File: config.mk
export PLATFORM = sky130hd
export DESIGN_NAME = alarm_clear_input
export DESIGN_NICKNAME = d
export VERILOG_FILES = /design/src/verilog/alarm_clear_pkg.sv /design/src/verilog/edge_sampler.sv /design/src/verilog/alarm_clear_input.sv
export VERILOG_INCLUDE_DIRS = /design/src /design/src/verilog
export SDC_FILE = /design/constraint.sdc
export NUM_CORES = 1
export LEC_CHECK = 0
export BUFFER_PORTS_ARGS = -buffer_cell sky130_fd_sc_hd__buf_2
export CAP_MARGIN = 20
export CORE_AREA = 2 2 100 102
export DETAILED_ROUTE_END_ITERATION = 10
export DIE_AREA = 0 0 102 104
export PLACE_DENSITY_LB_ADDON = 0.12
export SYNTH_ARGS = -nofsm -noshare
export SYNTH_HDL_FRONTEND = slang
export SYNTH_SLANG_ARGS = --single-unit
export TNS_END_PERCENT = 5
File: constraint.sdc
create_clock -name MCLK_I -period 1.62 [get_ports MCLK_I]
set_input_delay 0.162 -clock MCLK_I [delete_from_list [all_inputs] [get_ports MCLK_I]]
set_output_delay 0.162 -clock MCLK_I [all_outputs]
set_load 0.02 [all_outputs]
File: src/verilog/alarm_clear_map.svh
`ifndef ALARM_CLEAR_MAP_SVH
`define ALARM_CLEAR_MAP_SVH
// ----------------------------------------------------------------------------
// Register offsets (byte addresses)
// ----------------------------------------------------------------------------
`define ACI_OFF_GAIN      12'h000
`define ACI_OFF_USAGE     12'h004
`define ACI_OFF_MODE      12'h008
`define ACI_OFF_HWEN      12'h00c
`define ACI_OFF_CTRL      12'h010
`define ACI_OFF_STATUS    12'h014
`define ACI_OFF_REPLY     12'h018
`define ACI_OFF_SAVED     12'h01c
// ----------------------------------------------------------------------------
// Field positions
// ----------------------------------------------------------------------------
`define ACI_CTRL_SAVE_BIT   0
`define ACI_CTRL_RAISE_BIT  1
`define ACI_ST_ALARM_BIT    0
`define ACI_ST_ENABLE_BIT   1
`define ACI_ST_ARMED_BIT    2
`define ACI_ST_GPI_BIT      3
// ----------------------------------------------------------------------------
// Reset values and codes
// ----------------------------------------------------------------------------
`define ACI_RST_GAIN      16'h0000
`define ACI_RST_USAGE     2'h3
`define ACI_RST_POINT     3'h4
`define ACI_RST_MODE      8'h00
`define ACI_RST_HWEN      2'h0
`define ACI_CHAR_L        8'h4c
`define ACI_CHAR_H        8'h48
`define ACI_CHAR_ZERO     8'h30
`define ACI_GAIN_MAX      16'h7fff
`define ACI_GAIN_MIN      16'h8001
`endif

File: src/verilog/alarm_clear_pkg.sv
package alarm_clear_pkg;
    typedef enum logic [1:0] {
        USAGE_CLOSE = 2'h1,
        USAGE_OPEN  = 2'h2,
        USAGE_NONE  = 2'h3
    } usage_e;
    typedef enum logic [2:0] {
        ST_IDLE  = 3'b001,
        ST_WAIT  = 3'b010,
        ST_ARMED = 3'b100
    } clr_state_e;
endpackage

File: src/verilog/edge_sampler.sv
`timescale 1ns/1ps
module edge_sampler (
    // Clock and reset
    input  wire logic MCLK_I,
    input  wire logic RESET_I,
    // Pin level and edges
    input  wire logic pin_i,
    output logic      level_o,
    output logic      fall_o,
    output logic      rise_o
);
    typedef struct packed {
        logic s1;
        logic s2;
        logic s3;
    } smp_s;
    smp_s q, d;
    always_comb begin
        d    = q;
        d.s1 = pin_i;
        d.s2 = q.s1;
        d.s3 = q.s2;
    end
    always_ff @(posedge MCLK_I) begin
        if (RESET_I) begin
            q <= 3'b111;
        end else begin
            q <= d;
        end
    end
    // Two consecutive synchronised samples make an edge; s1 feeds only s2.
    assign level_o = q.s2;
    assign fall_o  = q.s3 & ~q.s2;
    assign rise_o  = ~q.s3 & q.s2;
endmodule

File: src/verilog/alarm_clear_input.sv
`timescale 1ns/1ps
`include "alarm_clear_map.svh"
// Function
// - Gain is signed, -32767..32767, quarter rpm.
// - Speed-change command modes disable alarm clear.
// - Later hardware enable setting 1 or 2 forces usage 3.
// - Usage 1 clears on falling edge only.
// - Usage 1 closed at alarm clears only after it opens first.
// - Usage 1 enables drive when input opens.
// - Usage 2 clears on rising edge only.
// - Usage 2 open at alarm clears only after it closes first.
// - Usage 2 enables drive when input closes.
// - Usage 3 leaves input general purpose.
// - Modes 13,14,17,18 or hardware enable 1 or 2 force 3.
// - Point selects I/O 2 or 4, input direction.
// - Resting return enables unless hardware enable set.
// - Query answers usage digit, then point digit on variable I/O only.
// - Energized means low, open means high.
// - Characters L and H name low and high.
// - Settings copied to saved set on save.
module alarm_clear_input #(
    parameter int GAIN_W = 16
) (
    // Clock and reset
    input  wire logic        MCLK_I,
    input  wire logic        RESET_I,
    // APB slave
    input  wire logic        PSEL_I,
    input  wire logic        PENABLE_I,
    input  wire logic        PWRITE_I,
    input  wire logic [11:0] PADDR_I,
    input  wire logic [31:0] PWDATA_I,
    output logic [31:0]      PRDATA_O,
    output logic             PREADY_O,
    output logic             PSLVERR_O,
    // Pins
    input  wire logic        EN_PIN_I,
    input  wire logic [3:0]  IO_PIN_I,
    input  wire logic [3:0]  IO_DIR_IN_I,
    input  wire logic        VARIABLE_IO_I,
    input  wire logic        ALARM_RAISE_I,
    // Status outputs
    output logic             ALARM_O,
    output logic             DRIVE_ENABLE_O,
    output logic             GP_INPUT_O
);
    // ------------------------------------------------------------------------
    // Parameter check
    // ------------------------------------------------------------------------
    // The saved copy packs the gain into the upper half of one read word.
    if (GAIN_W != 16) begin : g_gain_w_check
        $error("alarm_clear_input supports only a 16-bit gain");
    end

    // ------------------------------------------------------------------------
    // State
    // ------------------------------------------------------------------------
    typedef struct packed {
        logic [GAIN_W-1:0]         gain;
        alarm_clear_pkg::usage_e   usage;
        logic [2:0]                point;
        logic [7:0]                mode;
        logic [1:0]                hwen;
        logic [GAIN_W-1:0]         sv_gain;
        alarm_clear_pkg::usage_e   sv_usage;
        logic [2:0]                sv_point;
        alarm_clear_pkg::clr_state_e st;
        logic                      alarm;
        logic                      enable;
        logic                      wait_rest;
        logic [31:0]               rdata;
        logic                      slverr;
    } state_s;
    state_s q, d;

    logic sel_level;
    logic sel_fall;
    logic sel_rise;
    logic pin_mux;
    logic wr_acc;
    logic rd_acc;
    logic speed_mode;
    logic at_rest;
    logic clear_edge;
    logic [1:0] wusage;
    logic [2:0] wpoint;

    // ------------------------------------------------------------------------
    // Pin select
    // ------------------------------------------------------------------------
    // The pin level is already the logic level: energized reads low.
    // A point that was never accepted stays at its reset value, I/O 4.
    always_comb begin
        pin_mux = EN_PIN_I;
        if (VARIABLE_IO_I) begin
            pin_mux = (q.point == 3'h2) ? IO_PIN_I[1] : IO_PIN_I[3];
        end
    end

    // ------------------------------------------------------------------------
    // Edge sampling
    // ------------------------------------------------------------------------
    // Every decision below uses the synchronised copy, never the raw pin.
    edge_sampler u_edge (
        .MCLK_I  (MCLK_I),
        .RESET_I (RESET_I),
        .pin_i   (pin_mux),
        .level_o (sel_level),
        .fall_o  (sel_fall),
        .rise_o  (sel_rise)
    );

    // ------------------------------------------------------------------------
    // Bus decode
    // ------------------------------------------------------------------------
    // Reads are decoded in the setup phase so the answer can come from a flop.
    assign wr_acc = PSEL_I & PENABLE_I & PWRITE_I;
    assign rd_acc = PSEL_I & ~PENABLE_I & ~PWRITE_I;
    // Speed-change modes borrow the enable input, so they outrank the clear.
    assign speed_mode = (q.mode == 8'h0d) || (q.mode == 8'h0e) ||
                        (q.mode == 8'h11) || (q.mode == 8'h12);
    assign wusage = PWDATA_I[1:0];
    assign wpoint = PWDATA_I[6:4];

    // ------------------------------------------------------------------------
    // Resting level and clear edge
    // ------------------------------------------------------------------------
    // Resting level: open (high) for usage 1, closed (low) for usage 2.
    // Usage 3 has neither, so the sequence below can never arm.
    always_comb begin
        at_rest    = 1'b0;
        clear_edge = 1'b0;
        if (q.usage == alarm_clear_pkg::USAGE_CLOSE) begin
            at_rest    = sel_level;
            clear_edge = sel_fall;
        end else if (q.usage == alarm_clear_pkg::USAGE_OPEN) begin
            at_rest    = ~sel_level;
            clear_edge = sel_rise;
        end
    end

    // ------------------------------------------------------------------------
    // Next state
    // ------------------------------------------------------------------------
    always_comb begin
        d = q;
        d.slverr = 1'b0;
        // Register writes.
        if (wr_acc) begin
            if (PADDR_I == `ACI_OFF_GAIN) begin
                // -32768 is outside the range, so it is clamped to -32767.
                if (PWDATA_I[15:0] == 16'h8000) begin
                    d.gain = `ACI_GAIN_MIN;
                end else begin
                    d.gain = PWDATA_I[GAIN_W-1:0];
                end
            end else if (PADDR_I == `ACI_OFF_USAGE) begin
                if (wusage != 2'h0) begin
                    d.usage = alarm_clear_pkg::usage_e'(wusage);
                end
                // only points 2 and 4 that are inputs are accepted.
                if (VARIABLE_IO_I && (wpoint == 3'h2 || wpoint == 3'h4) &&
                    IO_DIR_IN_I[wpoint[1:0] - 2'h1]) begin
                    d.point = wpoint;
                end
                d.slverr = (wusage == 2'h0);
            end else if (PADDR_I == `ACI_OFF_MODE) begin
                d.mode = PWDATA_I[7:0];
                if (PWDATA_I[7:0] == 8'h0d || PWDATA_I[7:0] == 8'h0e ||
                    PWDATA_I[7:0] == 8'h11 || PWDATA_I[7:0] == 8'h12) begin
                    d.usage = alarm_clear_pkg::USAGE_NONE;
                end
            end else if (PADDR_I == `ACI_OFF_HWEN) begin
                d.hwen = PWDATA_I[1:0];
                // Hardware enable 1 or 2 takes the pin back, so the clear function is parked.
                if (PWDATA_I[1:0] == 2'h1 || PWDATA_I[1:0] == 2'h2) begin
                    d.usage = alarm_clear_pkg::USAGE_NONE;
                end
            end else if (PADDR_I == `ACI_OFF_CTRL) begin
                // Only a save touches the saved set; every other write is live only.
                if (PWDATA_I[`ACI_CTRL_SAVE_BIT]) begin
                    d.sv_gain  = q.gain;
                    d.sv_usage = q.usage;
                    d.sv_point = q.point;
                end
            end else if (PADDR_I == `ACI_OFF_STATUS || PADDR_I == `ACI_OFF_REPLY ||
                         PADDR_I == `ACI_OFF_SAVED) begin
                d.slverr = 1'b1;
            end else begin
                d.slverr = 1'b1;
            end
        end

        // Alarm clear sequence.
        // A raise restarts the sequence, so a clear edge in the same cycle is lost.
        if (ALARM_RAISE_I ||
            (wr_acc && PADDR_I == `ACI_OFF_CTRL && PWDATA_I[`ACI_CTRL_RAISE_BIT])) begin
            d.alarm  = 1'b1;
            d.enable = 1'b0;
            d.wait_rest = 1'b0;
            d.st     = alarm_clear_pkg::ST_WAIT;
        end else if (q.usage == alarm_clear_pkg::USAGE_NONE || speed_mode) begin
            d.st = alarm_clear_pkg::ST_IDLE;
        end else begin
            case (q.st)
                alarm_clear_pkg::ST_WAIT: begin
                    // Seen resting since the alarm before any edge counts.
                    if (at_rest) begin
                        d.st = alarm_clear_pkg::ST_ARMED;
                    end
                end
                alarm_clear_pkg::ST_ARMED: begin
                    // Enabling waits for the input's return to rest.
                    if (clear_edge) begin
                        d.alarm     = 1'b0;
                        d.wait_rest = 1'b1;
                        d.st        = alarm_clear_pkg::ST_IDLE;
                    end
                end
                default: begin
                    if (q.wait_rest && at_rest) begin
                        d.wait_rest = 1'b0;
                        // hardware enable owns the enable when assigned.
                        if (q.hwen == 2'h0) begin
                            d.enable = 1'b1;
                        end
                    end
                end
            endcase
        end

        // Read data is latched in the setup cycle so it comes from a flop.
        if (rd_acc) begin
            d.rdata = 32'h0000_0000;
            if (PADDR_I == `ACI_OFF_GAIN) begin
                d.rdata = {{(32-GAIN_W){q.gain[GAIN_W-1]}}, q.gain};
            end else if (PADDR_I == `ACI_OFF_USAGE) begin
                d.rdata = {25'h0, q.point, 2'h0, q.usage};
            end else if (PADDR_I == `ACI_OFF_MODE) begin
                d.rdata = {24'h0, q.mode};
            end else if (PADDR_I == `ACI_OFF_HWEN) begin
                d.rdata = {30'h0, q.hwen};
            end else if (PADDR_I == `ACI_OFF_STATUS) begin
                // The input level is shown as the same character a command would use.
                d.rdata = {20'h0,
                           (sel_level ? `ACI_CHAR_H : `ACI_CHAR_L),
                           q.usage == alarm_clear_pkg::USAGE_NONE,
                           q.st == alarm_clear_pkg::ST_ARMED,
                           q.enable, q.alarm};
            end else if (PADDR_I == `ACI_OFF_REPLY) begin
                // usage digit, then the point digit on variable I/O.
                d.rdata = VARIABLE_IO_I ?
                          {16'h0, `ACI_CHAR_ZERO + {6'h0, q.usage},
                           `ACI_CHAR_ZERO + {5'h0, q.point}} :
                          {24'h0, `ACI_CHAR_ZERO + {6'h0, q.usage}};
            end else if (PADDR_I == `ACI_OFF_SAVED) begin
                d.rdata = {q.sv_gain, 9'h0, q.sv_point, 2'h0, q.sv_usage};
            end else if (PADDR_I != `ACI_OFF_CTRL) begin
                d.slverr = 1'b1;
            end
        end else if (PSEL_I && PENABLE_I && !PWRITE_I) begin
            d.slverr = q.slverr;
        end
    end

    // ------------------------------------------------------------------------
    // Registers
    // ------------------------------------------------------------------------
    // The synchronous reset leaves usage 3 with the drive enabled.
    always_ff @(posedge MCLK_I) begin
        if (RESET_I) begin
            q.gain      <= `ACI_RST_GAIN;
            q.usage     <= alarm_clear_pkg::USAGE_NONE;
            q.point     <= `ACI_RST_POINT;
            q.mode      <= `ACI_RST_MODE;
            q.hwen      <= `ACI_RST_HWEN;
            q.sv_gain   <= `ACI_RST_GAIN;
            q.sv_usage  <= alarm_clear_pkg::USAGE_NONE;
            q.sv_point  <= `ACI_RST_POINT;
            q.st        <= alarm_clear_pkg::ST_IDLE;
            q.alarm     <= 1'b0;
            q.enable    <= 1'b1;
            q.wait_rest <= 1'b0;
            q.rdata     <= 32'h0000_0000;
            q.slverr    <= 1'b0;
        end else begin
            q <= d;
        end
    end

    // ------------------------------------------------------------------------
    // Outputs
    // ------------------------------------------------------------------------
    // Write errors never reach PSLVERR_O, which is gated to read access cycles; reads show in the access.
    // Zero wait states: every access finishes in its first access cycle.
    assign PREADY_O       = 1'b1;
    assign PRDATA_O       = q.rdata;
    assign PSLVERR_O      = PSEL_I & PENABLE_I & ~PWRITE_I & q.slverr;
    assign ALARM_O        = q.alarm;
    assign DRIVE_ENABLE_O = q.enable;
    assign GP_INPUT_O     = sel_level;
endmodule

# After elaboration in Yosys (flattened, before gate mapping)
# Cells that the tools add are included.
[op_classes]
n_eq_ne = 36
n_lt_le_gt_ge = 1
n_bitwise = 18
n_reduce_logical = 45
n_mux = 52
n_addsub = 3
[op_table]
columns = ["operator", "count"]
rows = [
  ["$mux W32", 7],
  ["$eq A12 B5 Y1 const B", 4],
  ["$eq A8 B4 Y1 const B", 4],
  ["$eq A8 B5 Y1 const B", 4],
  ["$mux W1", 27],
  ["$eq A12 B4 Y1 const B", 2],
  ["$eq A16 B16 Y1 const B", 1],
  ["$mux W16", 1],
  ["$mux W2", 8],
  ["$reduce_and A4 Y1", 4],
  ["$mux W15", 1],
  ["$reduce_bool A2 Y1", 7],
  ["$eq A12 B3 Y1 const B", 1],
  ["$logic_not A12 Y1", 1],
  ["$ne A12 B5 Y1 const B", 1],
  ["$logic_or A1 B1 Y1", 10],
  ["$not A1 Y1", 10],
  ["$eq A3 B2 Y1 const B", 3],
  ["$mux W3", 3],
  ["$reduce_and A3 Y1", 3],
  ["$and A1 B1 Y1", 8],
  ["$ne A2 B2 Y1 const B", 4],
  ["$ne A4 B4 Y1 const B", 2],
  ["$add A6 B2 Y7 const A", 1],
  ["24 further kinds", 38],
]
[word_totals]
in_bits = 60
regBits = 94
wordCells = 173
output_inout_bits = 37

# Longest topological paths before layout
# Gate-level depths: netlist (run 1).
[depth]
depth_word = 16
ltp_mapped = 7
ltp_nobuf = 7

# Hierarchy
# Synthesis (run 1) repeated with hierarchy kept, for this count alone.
[hier_totals]
hier_cells = 596
area_unflattened_um2 = 4907.2
[by_module_without_submodules]
columns = ["module", "n_inst", "area_per_inst_um2", "cells_per_inst", "seq_area_each_um2"]
rows = [
  ["alarm_clear_input", 1, 4814.6, 588, 1821.7],
  ["edge_sampler", 1, 92.6, 8, 60.1],
]

# Least setup slack after synthesis (run 1)
# No wires, ideal clock.
[synth_timing]
kind = "input port to flip-flop"
startpoint = "input port PWDATA_I[5]"
endpoint = "register q[73] in the netlist's numbering"
path_stages = 7
required_ns = 1.497
path_slack_ns = -0.103
setup_ns = 0.123
t_arrival_ns = 1.600
path_buffers = 0
cell_sequence = "inv_1 -> ha_1 -> nor3b_1 -> a31oi_1 -> o41a_1 -> or4_1 -> mux2i_1"
[synth_between]
elab_chain_len = 6
elab_cells_between_ends = 9
cone_classes = "eq/ne (5); reduce/logical (4)"
[synth_lines]
columns = ["element", "line_no", "text"]
rows = [
  ["start, declared", "alarm_clear_input.sv:32", "input wire logic [31:0] PWDATA_I,"],
  ["$eq A8 B4 Y1", "alarm_clear_input.sv:169", "if (PWDATA_I[7:0] == 8'h0d || PWDATA_I[7:0] == 8'h0e ||"],
  ["$logic_or A1 B1 Y1 (2 in a row)", "alarm_clear_input.sv:169", ""],
  ["$logic_or A1 B1 Y1 *", "alarm_clear_input.sv:170", "PWDATA_I[7:0] == 8'h11 || PWDATA_I[7:0] == 8'h12) begin"],
  ["$ne A3 B2 Y1 (no source line) *", "--", ""],
  ["$reduce_and A6 Y1 (no source line) *", "--", ""],
  ["end, declared", "alarm_clear_input.sv:74", "state_s q, d;"],
]
# Mark *: on every way between the ends. The rest lies on a longest branch, timed or not.
# A chain may end at the register's enable or synchronous reset.

# Worst setup path after layout (run 1)
[layout_timing]
startpoint = "register q[64] in the netlist's numbering"
endpoint = "register q (netlist bit DRIVE_ENABLE_O)"
[layout_between]
elab_chain_len = 7
elab_cells_between_ends = 10
cone_classes = "eq/ne (5); reduce/logical (5)"
[layout_lines]
columns = ["element", "line_no", "text"]
rows = [
  ["$eq A8 B4 Y1", "alarm_clear_input.sv:120", "assign speed_mode = (q.mode == 8'h0d) || (q.mode == 8'h0e) ||"],
  ["$logic_or A1 B1 Y1 (2 in a row)", "alarm_clear_input.sv:120", ""],
  ["$logic_or A1 B1 Y1 *", "alarm_clear_input.sv:121", "(q.mode == 8'h11) || (q.mode == 8'h12);"],
  ["$logic_or A1 B1 Y1 *", "alarm_clear_input.sv:202", "end else if (q.usage == alarm_clear_pkg::USAGE_NONE || speed_mode) begin"],
  ["$ne A2 B2 Y1 (no source line) *", "--", ""],
  ["$reduce_and A4 Y1 (no source line) *", "--", ""],
]
# Marked as above.

==> tab_implementation.tex, run 1 <==
\begin{tabular}{lr}
\hline
Metric & Value \\
\hline
\multicolumn{2}{l}{\textbf{Floorplan}} \\
\quad Total core area & 9550 um\^{}2 \\
\quad Height of the chip & 104 um \\
\quad Area enclosed by the die boundary & 10,600 um\^{}2 \\
\quad Number of core rows & 36 \\
\quad Num ports & 97 \\
\quad Die width & 102 um \\
\quad Initial Utilization & 47.8\% \\
\multicolumn{2}{l}{\textbf{Synthesis}} \\
\quad Synth Instances & 523 \\
\quad Cell types with the largest area share after synthesis & dfxtp\_1, mux2i\_1, buf\_4, a21oi\_1, nor2\_1 \\
\quad Number of warnings issued by yosys & 0 \\
\quad Share of synthesized cell area in and, or, nand and nor gates & 21.0\% \\
\quad Synthesized-area fraction occupied by adder cells & 1.64\% \\
\quad Top\_reg\_cell synth & dfxtp\_1 \\
\quad Synth top area share & 41.2\% \\
\quad XOR/XNOR share of the synthesized area & 0.384\% \\
\quad Number of enable-type register cells in the synthesized netlist & 0 \\
\quad Sequential element share of the synthesized area & 41.2\% \\
\quad Number of storage elements in the synthesis netlist & 94 \\
\quad Synthesized Nets & 589 \\
\quad Post-synthesis instance area & 4570 um\^{}2 \\
\quad Library cell with the largest summed area after synthesis & dfxtp\_1 \\
\quad Complex-gate fraction of the synthesized area & 18.0\% \\
\quad Post-Syn Area per Cell & 8.73 um\^{}2 \\
\quad Fraction of synthesized area in multiplexers & 8.19\% \\
\quad Count of cell types in the netlist & 66 \\
\quad Share of flip-flops with an asynchronous set or reset after synthesis & 0\% \\
\quad Main combinational cell family by area after synthesis & simple AND/OR/NAND/NOR gates \\
\multicolumn{2}{l}{\textbf{Detailed routing}} \\
\quad Total detailed-routing wirelength & 12.7 mm \\
\quad Via count & 4,169 \\
\quad Detail Route Antenna Nets & 0 \\
\quad Vias per inst & 5.47 \\
\quad Post-detailed-route DRC marker count & 0 \\
\quad DR WL/cell & 16.6 um \\
\quad Initial drt markers & 208 \\
\quad Pre-antenna DRT Iters & 5 \\
\multicolumn{2}{l}{\textbf{Timing}} \\
\quad Max-slew violation count & 0 \\
\quad Minimum period implied by the final worst setup slack & 1.65 ns \\
\quad Max Freq & 605 MHz \\
\quad Fin crit share & 102\% \\
\quad Measured slew at the worst slew-check pin & 0.606 ns \\
\quad Unrepaired setup endpoints after global routing & yes \\
\quad Layout Skew & 0.0114 ns \\
\quad Final hold violations & 0 \\
\quad Min setup slack post-route & -0.0316 ns \\
\quad Setup violations, final & 1 \\
\quad Worst slew slack as a fraction of its limit & 59.0\% \\
\multicolumn{2}{l}{\textbf{CTS}} \\
\quad Maximum clock path buffer count & 2 \\
\quad Clock tree from TritonCTS & done \\
\quad Clock sink count & 94 \\
\quad Insertion delay to the later sink of the worst-skew pair & 0.37 ns \\
\quad Clock Pin Slew Worst Setup and Hold Paths & 0.11 ns \\
\quad Clock buffer count from CTS & 9 \\
\quad Number of setup buffers added after CTS & 0 \\
\quad Buffer type at the clock tree root & clkbuf\_8 \\
\quad Total number of H-tree levels & 3 \\
\multicolumn{2}{l}{\textbf{Power and ir drop}} \\
\quad Clock Power Share & 35.8\% \\
\quad Sw Ratio & 27.3\% \\
\quad Switching power of the nets & 1.16 mW \\
\quad Relative contribution of sequential cells to total power & 54.9\% \\
\quad Power per unit of standard cell area & 763 nW/um\^{}2 \\
\quad Comb pwr share & 9.3\% \\
\quad Leak Pwr & 2.50 nW \\
\quad Internal & 3.10 mW \\
\quad Maximum vdd ir drop & 0.388 mV \\
\multicolumn{2}{l}{\textbf{Setup path}} \\
\quad CP startpoint kind & flip-flop \\
\quad Cells along the critical path & or3b\_4 -> a211oi\_2 -> buf\_4 -> nor3\_2 -> a311oi\_1 -> nor2\_1 \\
\quad Kind of cell with the highest combined delay on the critical path & compound AO/OA/AOI/OAI gates \\
\quad Slowest stage cell, crit path & or3b\_4 \\
\quad Required time worst endpoint & 1.88 ns \\
\quad Critical path arrival & 1.91 ns \\
\quad CP Buf/Inv Count & 1 \\
\quad Type of element capturing the critical path & flip-flop \\
\quad Crit-path max cell delay & 0.39 ns \\
\quad Kind of critical path & flip-flop to flip-flop \\
\quad Maximum fanout along the worst path & 3 \\
\multicolumn{2}{l}{\textbf{Finish}} \\
\quad Ant diodes & 0 \\
\quad Number of fill cells & 933 \\
\quad Most common cell after layout, fill and taps aside & dfxtp\_1 \\
\quad Number of nets in the layout & 690 \\
\quad Ratio of cells with drive above 1 in the final layout & 32.0\% \\
\quad Non-Filler Cell Area, Final & 5590 um\^{}2 \\
\quad Highest-count cells in the layout ignoring fill and taps & dfxtp\_1, buf\_2, buf\_4 \\
\quad Area overhead of the layout relative to synthesis & 22.4\% \\
\multicolumn{2}{l}{\textbf{GRT}} \\
\quad Antenna violations before repair & 0 \\
\quad Congestion Overflow GR & 0 \\
\quad Global-route wire length before repair & 20.1 mm \\
\quad Pin count of the biggest net entering global routing & 67 \\
\quad Met2 demand-to-capacity share in global routing & 38.0\% \\
\quad Number of global-route vias before repair & 3,834 \\
\quad Global routing usage on met3 & 4.03\% \\
\quad M1 GR Usage & 35.4\% \\
\quad Global routing's busiest layer & met2 \\
\quad Global Route Usage Sum & 24.4\% \\
\multicolumn{2}{l}{\textbf{Placement}} \\
\quad Post-Place Worst Slack & -0.224 ns \\
\quad Placement Cell Area & 5370 um\^{}2 \\
\quad Routability-driven placement congestion ratio & 0.885 \\
\quad Number of I/O port buffers & 77 \\
\quad Detailed placement HPWL & 9.68 mm \\
\multicolumn{2}{l}{\textbf{Run status}} \\
\quad Failing checks & negative setup slack \\
\quad Status & finished with violations \\
\multicolumn{2}{l}{\textbf{Worst hold path}} \\
\quad Worst hold path type & input port to flip-flop \\
\multicolumn{2}{l}{\textbf{Run}} \\
\quad Reported max-cap violation count & 0 \\
\hline
\end{tabular}
kinds of logic (layout without fill, tap and decap cells):
family | Yosys count | count (layout)
buffers and inverters | 73 | 179
XOR/XNOR | 2 | 2
other | 1 | 1
adder cells (fa/ha/maj) | 6 | 6
multiplexers | 36 | 36
AND/OR/NAND/NOR | 184 | 184
AO/OA/AOI/OAI | 127 | 127
flip-flops | 94 | 94
worst min-delay path, cell delays in order:
cell     delay, ns
buf_2         0.11
nand2_1       0.05
a21oi_1       0.05
area by class of cell:
cell class	instances	area, um^2	share of cell area (%)
clock buffers	9	124	2.22
repair buffers	154	1010	18.1
well taps	133	166	2.98
flip-flops and latches	94	1880	33.7
clock inverters	7	62.6	1.12
multi-input cells	356	2300	41.2
inverters	9	33.8	0.605
synth_stat cells (3+ instances only):
cell	instances
buf_6	3
nand2_1	51
a211oi_1	3
ha_1	6
buf_2	4
a221oi_1	5
o221ai_1	5
or3_1	3
inv_1	9
a31oi_1	5
a22oi_1	21
nor4b_1	3
nor2_1	53
dfxtp_1	94
a21oi_1	51
nand3_1	16
o31ai_1	4
mux2i_1	34
clkbuf_1	22
buf_4	35
nor4_1	5
o21ai_0	11
or2_2	4
nor2b_1	5
o211ai_1	3
nor3_1	13
and3_1	4
power groups by stage:
stage | Combinational (mW) | Sequential, mW | Clock, mW
finish | 0.397 | 2.34 | 1.53
detailed placement | 0.395 | 2.39 | 0
global route | 0.434 | 2.34 | 1.65
floorplan | 0.181 | 2.39 | 0
CTS | 0.396 | 2.34 | 1.55
global placement | 0.389 | 2.39 | 0
layer usage:
metal	up-vias	wire length, um
li1	2054	-
met4	0	118
met3	11	601
met5	-	0
met2	116	6050
met1	1988	5900
through the flow:
step	instances	utilization [%]	setup TNS, ns	power, mW	hold WS [ns]
6_report	762	58.5	-0.0316	4.26	0.0269
5_1_grt	762	58.5	-0.0625	4.42	0.0451
4_1_cts	762	58.2	-0.0907	4.28	0.0220
3_5_place_dp	746	56.2	-7.38	2.79	0.404
3_3_place_gp	746	56.2	-5.63	2.78	0.402
2_1_floorplan	523	-	-0.0466	2.58	0.298
path summary, 6_finish.rpt:
path / startpoint / cells after the start / to / slack, ns
hold reg to reg: u_edge.d[1]$_SDFF_PP1_ / 1 / u_edge.level_o$_SDFF_PP1_ / 0.43
setup / recovery: q[64]$_SDFFE_PP0P_ / 6 / DRIVE_ENABLE_O$_SDFFE_PP1P_ / -0.03
hold / removal: PWDATA_I[9] / 3 / q[84]$_SDFFE_PP0P_ / 0.03
setup reg to reg: q[64]$_SDFFE_PP0P_ / 6 / DRIVE_ENABLE_O$_SDFFE_PP1P_ / -0.03
registers in the layout, indices dropped and copies added (netlist names):
| name | count |
|---|---|
| PRDATA_O | 32 |
| DRIVE_ENABLE_O | 1 |
| ALARM_O | 1 |
| u_edge.d | 1 |
| u_edge.q | 1 |
| q | 57 |
| u_edge.level_o | 1 |
repair_timing:
item | CTS | global route
hold buffers | 0 | 0
setup endpoints to repair | 5 | 4
resized for setup | 1 | 8
pin swaps | 3 | 3
Power figures use the tool's default switching activity.
==> run 2: changes to the inputs <==
- CORE_AREA: 2 2 100 102 -> 2 2 110 112
- DIE_AREA: 0 0 102 104 -> 0 0 112 114
==> run 2 against run 1 <==
  * The flow now finishes without violations
  * Combinational power about the same
  * Total power increased by 16%
  * Design area increased by 3.3%
  * Die area increased by 20%
  * Critical path type unchanged
==> tab_implementation.tex, run 2 (synthesis results as in run 1) <==
\begin{tabular}{lr}
\hline
Metric & Value \\
\hline
\multicolumn{2}{l}{\textbf{Floorplan}} \\
\quad Height of the chip & 114 um (+9.6\%) \\
\quad Number of core rows & 40 (+11\%) \\
\quad Num ports & 97 (unchanged) \\
\quad Die width & 112 um (+9.8\%) \\
\quad Area enclosed by the die boundary & 12,800 um\^{}2 (+20\%) \\
\quad Initial Utilization & 39.0\% (-8.8 points) \\
\quad Total core area & 11,700 um\^{}2 (+23\%) \\
\multicolumn{2}{l}{\textbf{GRT}} \\
\quad Pin count of the biggest net entering global routing & 33 (-51\%) \\
\quad Global Route Usage Sum & 21.6\% (-2.8 points) \\
\quad Congestion Overflow GR & 0 (unchanged) \\
\quad Global-route wire length before repair & 21.5 mm (+6.6\%) \\
\quad Antenna violations before repair & 0 (unchanged) \\
\quad Number of global-route vias before repair & 3,990 (+4.1\%) \\
\multicolumn{2}{l}{\textbf{Detailed routing}} \\
\quad Routed length on met1 & 6.57 mm (+11\%) \\
\quad Highest metal used & met4 \\
\quad Met3 Routed Length & 779 um (+30\%) \\
\quad Post-detailed-route DRC marker count & 0 (unchanged) \\
\quad Initial drt markers & 291 (+40\%) \\
\quad Pre-antenna DRT Iters & 4 (-1) \\
\quad Detail Route Antenna Nets & 0 (unchanged) \\
\quad Total detailed-routing wirelength & 13.5 mm (+6.6\%) \\
\quad Via count & 4,176 (+0.17\%) \\
\quad Vias per inst & 5.37 (-1.8\%) \\
\quad DR WL/cell & 17.4 um (+4.5\%) \\
\quad Total length of routed met2 wires & 5.97 mm (-1.3\%) \\
\multicolumn{2}{l}{\textbf{Finish}} \\
\quad Sequential cell area in the final layout & 1880 um\^{}2 (unchanged) \\
\quad Flip-flop count of the largest register after layout & 57 (unchanged) \\
\quad Ratio of cells with drive above 1 in the final layout & 32.4\% (+0.43 points) \\
\quad Number of nets in the layout & 691 (+0.14\%) \\
\quad Most common cell after layout, fill and taps aside & dfxtp\_1 \\
\quad Final non-filler cell total & 777 (+2.0\%) \\
\quad Ant diodes & 0 (unchanged) \\
\quad Footprint of the multi-input gates & 2330 um\^{}2 (+1.2\%) \\
\quad Non-Filler Cell Area, Final & 5770 um\^{}2 (+3.3\%) \\
\quad Register name with the most flops & q \\
\quad Highest-count cells in the layout ignoring fill and taps & dfxtp\_1, buf\_2, buf\_4 \\
\quad Area overhead of the layout relative to synthesis & 26.4\% \\
\quad Number of fill cells & 1,159 (+24\%) \\
\multicolumn{2}{l}{\textbf{Power and ir drop}} \\
\quad Maximum vdd ir drop & 0.434 mV (+12\%) \\
\quad Power per unit of standard cell area & 853 nW/um\^{}2 (+12\%) \\
\quad Leak Pwr & 2.56 nW (+2.6\%) \\
\quad Design Power & 4.92 mW (+16\%) \\
\multicolumn{2}{l}{\textbf{CTS}} \\
\quad Number of setup buffers added after CTS & 0 (unchanged) \\
\quad Clock Pin Slew Worst Setup and Hold Paths & 0.07 ns (-0.04 ns) \\
\quad Total number of H-tree levels & 3 (unchanged) \\
\quad Clock tree from TritonCTS & done \\
\quad Buffer type at the clock tree root & clkbuf\_16 \\
\quad Number of buffers inserted for hold repair after clock tree synthesis & 0 (unchanged) \\
\quad Clock buffer count from CTS & 9 (unchanged) \\
\quad Maximum clock path buffer count & 2 (unchanged) \\
\quad Clock sink count & 94 (unchanged) \\
\quad Insertion delay to the later sink of the worst-skew pair & 0.35 ns (-0.02 ns) \\
\multicolumn{2}{l}{\textbf{Timing}} \\
\quad Max Freq & 625 MHz (+3.2\%) \\
\quad Final hold violations & 0 (unchanged) \\
\quad Setup violations, final & 0 (-1) \\
\quad Unrepaired setup endpoints after global routing & yes \\
\quad Min setup slack post-route & 0.0202 ns (+0.0518 ns) \\
\quad Layout Skew & 0.00812 ns (-0.00330 ns) \\
\quad Fin crit share & 98.8\% (-3.2 points) \\
\quad Minimum period implied by the final worst setup slack & 1.60 ns (-0.0518 ns) \\
\quad Max-slew violation count & 0 (unchanged) \\
\quad Summed negative setup slack over all endpoints & 0 ns (+0.0316 ns) \\
\multicolumn{2}{l}{\textbf{Setup path}} \\
\quad Reg2reg setup slack & 0.02 ns (+0.05 ns) \\
\quad Kind of critical path & flip-flop to flip-flop \\
\quad Maximum fanout along the worst path & 3 (unchanged) \\
\quad Critical path arrival & 1.84 ns (-0.07 ns) \\
\quad Required time worst endpoint & 1.86 ns (-0.02 ns) \\
\quad Type of element capturing the critical path & flip-flop \\
\quad CP startpoint kind & flip-flop \\
\multicolumn{2}{l}{\textbf{Run status}} \\
\quad Status & finished, final reports clean \\
\multicolumn{2}{l}{\textbf{Placement}} \\
\quad Routability-driven placement congestion ratio & 0.891 (+0.67\%) \\
\quad Number of I/O port buffers & 77 (unchanged) \\
\quad Post-Place Worst Slack & -0.259 ns (-0.0349 ns) \\
\quad Instance count after placement with tap cells included & 761 (+2.0\%) \\
\quad Placement Cell Area & 5410 um\^{}2 (+0.70\%) \\
\quad Detailed placement HPWL & 10.1 mm (+4.8\%) \\
\multicolumn{2}{l}{\textbf{Run}} \\
\quad Reported max-cap violation count & 0 (unchanged) \\
\multicolumn{2}{l}{\textbf{Worst hold path}} \\
\quad Worst hold path type & input port to flip-flop \\
\hline
\end{tabular}
run 2: cell type report:
class	count	area share, %
repair buffers	155	17.9
multi-input cells	356	40.4
clock buffers	10	4.14
inverters	9	0.585
clock inverters	6	1.15
well taps	147	3.19
flip-flops and latches	94	32.6
run 2: power by group:
| part | leakage, nW | internal, mW | switching (mW) |
|---|---|---|---|
| Sequential | 0.760 | 2.33 | 0.0127 |
| Clock | 0.154 | 1.25 | 0.938 |
| Combinational | 1.65 | 0.168 | 0.230 |
run 2: worst paths after layout:
path	startpoint	endpoint	cells past startpoint
min	PWDATA_I[10]	q[85]$_SDFFE_PP0P_	3
max reg2reg	q[65]$_SDFFE_PP0P_	DRIVE_ENABLE_O$_SDFFE_PP1P_	6
min reg2reg	u_edge.d[1]$_SDFF_PP1_	u_edge.level_o$_SDFF_PP1_	1
max	q[65]$_SDFFE_PP0P_	DRIVE_ENABLE_O$_SDFFE_PP1P_	6
run 2: routing by layer:
| metal | GRT usage [%] | vias to the layer above |
|---|---|---|
| met1 | 31.3 | 1978 |
| met3 | 3.77 | 13 |
| met2 | 32.8 | 129 |
| met4 | 7.40 | 0 |
| li1 | - | 2056 |
| met5 | 0 | - |
run 2: through the flow:
| stage | util, % | hold WS, ns |
|---|---|---|
| after floorplan | - | 0.298 |
| after global placement | 46.2 | 0.392 |
| after detailed placement | 46.2 | 0.397 |
| after CTS | 48.9 | 0.0589 |
| after global routing | 49.3 | 0.0702 |
| final | 49.3 | 0.0682 |
run 2: what timing repair did:
action                     4_1_cts  5_1_grt
setup endpoints to repair        4        9
gates resized for setup          2       11
pin swaps                        2        4
cloned                           0        0
run 2: critical path, cell delays in order (launching register included):
cell and delay, ns:
dfxtp_1 0.32, or3b_4 0.39, a211oi_2 0.22, buf_4 0.18, nor3_4 0.06, a311oi_2 0.26, nor2_1 0.06
==> run 3: changes to the inputs <==
- CORE_AREA: 2 2 110 112 -> 2 2 100 102
- DIE_AREA: 0 0 112 114 -> 0 0 102 104
- GPL_TIMING_DRIVEN: default -> 0
==> run 3 against run 2 <==
  * Clock power down 30%
  * Global-route usage increased by 4.4 points
  * Flip-flop and latch count did not move
  * Combinational power fell by 7.0%
  * Highest routed layer unchanged
  * Maximum frequency fell by 0.46%
  * Clock skew rose by 0.0023 ns
  * Clock-buffer cell count shrank 1
==> tab_implementation.tex, run 3 (synthesis results as in run 1) <==
\begin{tabular}{lr}
\hline
Metric & Value \\
\hline
\multicolumn{2}{l}{\textbf{Detailed routing}} \\
\quad Total detailed-routing wirelength & 13.6 mm (+0.77\%) \\
\quad Met3 Routed Length & 892 um (+15\%) \\
\quad Vias per inst & 5.62 (+4.6\%) \\
\quad Initial drt markers & 290 (-0.34\%) \\
\quad Highest metal used & met4 \\
\quad Total length of routed met2 wires & 6.10 mm (+2.2\%) \\
\quad Pre-antenna DRT Iters & 6 (+2) \\
\quad Post-detailed-route DRC marker count & 0 (unchanged) \\
\quad Via count & 4,218 (+1.0\%) \\
\quad DR WL/cell & 18.1 um (+4.4\%) \\
\quad Detail Route Antenna Nets & 0 (unchanged) \\
\quad Routed length on met1 & 6.20 mm (-5.5\%) \\
\multicolumn{2}{l}{\textbf{GRT}} \\
\quad Antenna violations before repair & 0 (unchanged) \\
\quad Congestion Overflow GR & 0 (unchanged) \\
\quad Global Route Usage Sum & 26.0\% (+4.4 points) \\
\quad Global-route wire length before repair & 21.2 mm (-1.5\%) \\
\quad Number of global-route vias before repair & 3,910 (-2.0\%) \\
\quad Pin count of the biggest net entering global routing & 19 (-42\%) \\
\multicolumn{2}{l}{\textbf{Timing}} \\
\quad Worst slew slack as a fraction of its limit & 52.6\% \\
\quad Measured slew at the worst slew-check pin & 0.711 ns \\
\quad Max-slew violation count & 0 (unchanged) \\
\quad Final hold violations & 0 (unchanged) \\
\quad Layout Skew & 0.0104 ns (+0.00230 ns) \\
\quad Setup violations, final & 0 (unchanged) \\
\quad Minimum period implied by the final worst setup slack & 1.61 ns (+0.00742 ns) \\
\quad Max Freq & 622 MHz (-0.46\%) \\
\quad Fin crit share & 99.2\% (+0.46 points) \\
\quad Min setup slack post-route & 0.0128 ns (-0.00742 ns) \\
\quad Summed negative setup slack over all endpoints & 0 ns (unchanged) \\
\quad Unrepaired setup endpoints after global routing & yes \\
\multicolumn{2}{l}{\textbf{CTS}} \\
\quad Clock Pin Slew Worst Setup and Hold Paths & 0.11 ns (+0.04 ns) \\
\quad Buffer type at the clock tree root & clkbuf\_8 \\
\quad Clock buffer count from CTS & 9 (unchanged) \\
\quad Number of buffers inserted for hold repair after clock tree synthesis & 0 (unchanged) \\
\quad Maximum clock path buffer count & 2 (unchanged) \\
\quad Clock sink count & 94 (unchanged) \\
\quad Insertion delay to the later sink of the worst-skew pair & 0.37 ns (+0.02 ns) \\
\quad Clock tree from TritonCTS & done \\
\quad Total number of H-tree levels & 3 (unchanged) \\
\multicolumn{2}{l}{\textbf{Placement}} \\
\quad Detailed placement HPWL & 10.2 mm (+0.40\%) \\
\quad Routability-driven placement congestion ratio & 0.921 (+3.4\%) \\
\quad Number of I/O port buffers & 75 (-2.6\%) \\
\quad Post-Place Worst Slack & -0.633 ns (-0.374 ns) \\
\multicolumn{2}{l}{\textbf{Setup path}} \\
\quad CP startpoint kind & flip-flop \\
\quad Reg2reg setup slack & 0.01 ns (about the same) \\
\quad Required time worst endpoint & 1.88 ns (+0.02 ns) \\
\quad Critical path arrival & 1.87 ns (+0.03 ns) \\
\quad Type of element capturing the critical path & flip-flop \\
\quad Cells along the critical path & or3b\_4 -> a211oi\_4 -> nor3\_1 -> a311oi\_1 -> nor2\_1 \\
\quad Slowest stage cell, crit path & dfxtp\_4 \\
\quad Number of cells traversed by the worst register-to-register path & 5 (-1) \\
\quad Kind of critical path & flip-flop to flip-flop \\
\quad Crit-path max cell delay & 0.38 ns (about the same) \\
\quad Maximum fanout along the worst path & 4 (+1) \\
\multicolumn{2}{l}{\textbf{Finish}} \\
\quad Number of nets in the layout & 678 (-1.9\%) \\
\quad Number of fill cells & 914 (-21\%) \\
\quad Register name with the most flops & q \\
\quad Ratio of cells with drive above 1 in the final layout & 29.3\% (-3.0 points) \\
\quad Highest-count cells in the layout ignoring fill and taps & dfxtp\_1, buf\_2, nor2\_1 \\
\quad Ant diodes & 0 (unchanged) \\
\quad Flip-flop count of the largest register after layout & 57 (unchanged) \\
\quad Area overhead of the layout relative to synthesis & 20.1\% \\
\quad Most common cell after layout, fill and taps aside & dfxtp\_1 \\
\multicolumn{2}{l}{\textbf{Floorplan}} \\
\quad Num ports & 97 (unchanged) \\
\quad Total core area & 9550 um\^{}2 (-18\%) \\
\quad Area enclosed by the die boundary & 10,600 um\^{}2 (-17\%) \\
\quad Initial Utilization & 47.8\% (+8.8 points) \\
\quad Die width & 102 um (-8.9\%) \\
\quad Height of the chip & 104 um (-8.8\%) \\
\quad Number of core rows & 36 (-10\%) \\
\multicolumn{2}{l}{\textbf{Worst hold path}} \\
\quad Worst hold path type & input port to flip-flop \\
\quad Hold path cells & 3 (unchanged) \\
\multicolumn{2}{l}{\textbf{Power and ir drop}} \\
\quad Leak Pwr & 2.40 nW (-6.3\%) \\
\quad Power per unit of standard cell area & 775 nW/um\^{}2 (-9.2\%) \\
\quad Design Power & 4.25 mW (-14\%) \\
\quad Maximum vdd ir drop & 0.368 mV (-15\%) \\
\multicolumn{2}{l}{\textbf{Run status}} \\
\quad Status & finished, final reports clean \\
\multicolumn{2}{l}{\textbf{Run}} \\
\quad Reported max-cap violation count & 0 (unchanged) \\
\hline
\end{tabular}
==> run 3: cell types whose count changed in the layout (fill, tap and decap cells not counted), sizes merged <==
| cell | before | now |
|---|---|---|
| clkinvlp | 0 | 1 |
| bufinv | 1 | 0 |
| clkbuf | 10 | 27 |
| buf | 155 | 124 |
| inv | 12 | 13 |
==> run 3: stage by stage <==
step,hold WS [ns],instances,util [%],area (um^2)
after floorplan,0.298,523,-,4590
after global routing,0.0569,750,57.4,5480
after global placement,0.403,731,53.7,5130
final,0.0400,750,57.4,5480
after detailed placement,0.400,731,53.7,5130
after CTS,0.0348,751,56.8,5420
==> run 3: final cells by class <==
| class | count | area (um^2) | share of cell area (%) |
|---|---|---|---|
| Clock buffer | 9 | 124 | 2.26 |
| Sequential cell | 94 | 1890 | 34.5 |
| Inverter | 9 | 33.8 | 0.616 |
| Tap cell | 133 | 166 | 3.04 |
| Multi-Input combinational cell | 356 | 2390 | 43.7 |
| Timing Repair Buffer | 79 | 405 | 7.39 |
| Clock inverter | 7 | 61.3 | 1.12 |
| Buffer | 63 | 408 | 7.44 |
==> run 3: critical path: cells and delay by family (launching register included) <==
family | cells | cell delay, ns
AO/OA/AOI/OAI | 2 | 0.54
flip-flops | 1 | 0.38
AND/OR/NAND/NOR | 3 | 0.58
==> run 3: report_power, final <==
group / switching, mW / internal (mW) / leakage (nW) / total (mW)
logic: 0.241 / 0.130 / 1.55 / 0.371
clock network: 0.949 / 0.592 / 0.0940 / 1.54
registers: 0.0138 / 2.32 / 0.761 / 2.34
==> run 3: metal layers <==
layer,track usage [%],vias to the layer above
met5,0,-
met4,9.33,0
met3,3.29,33
met2,40.0,171
met1,37.3,1992
li1,-,2022
==> run 3: path summary, 6_finish.rpt <==
check	start	endpoint
max	q[65]$_SDFFE_PP0P_	DRIVE_ENABLE_O$_SDFFE_PP1P_
min	PWDATA_I[15]	q[90]$_SDFFE_PP0P_
max reg2reg	q[65]$_SDFFE_PP0P_	DRIVE_ENABLE_O$_SDFFE_PP1P_
min reg2reg	u_edge.d[1]$_SDFF_PP1_	u_edge.level_o$_SDFF_PP1_
==> run 3: timing repair <==
action                     4_1_cts  5_1_grt
pin swaps                        3        6
setup endpoints to repair       64       49
gates resized for setup         18       22
buffers inserted                 4        0
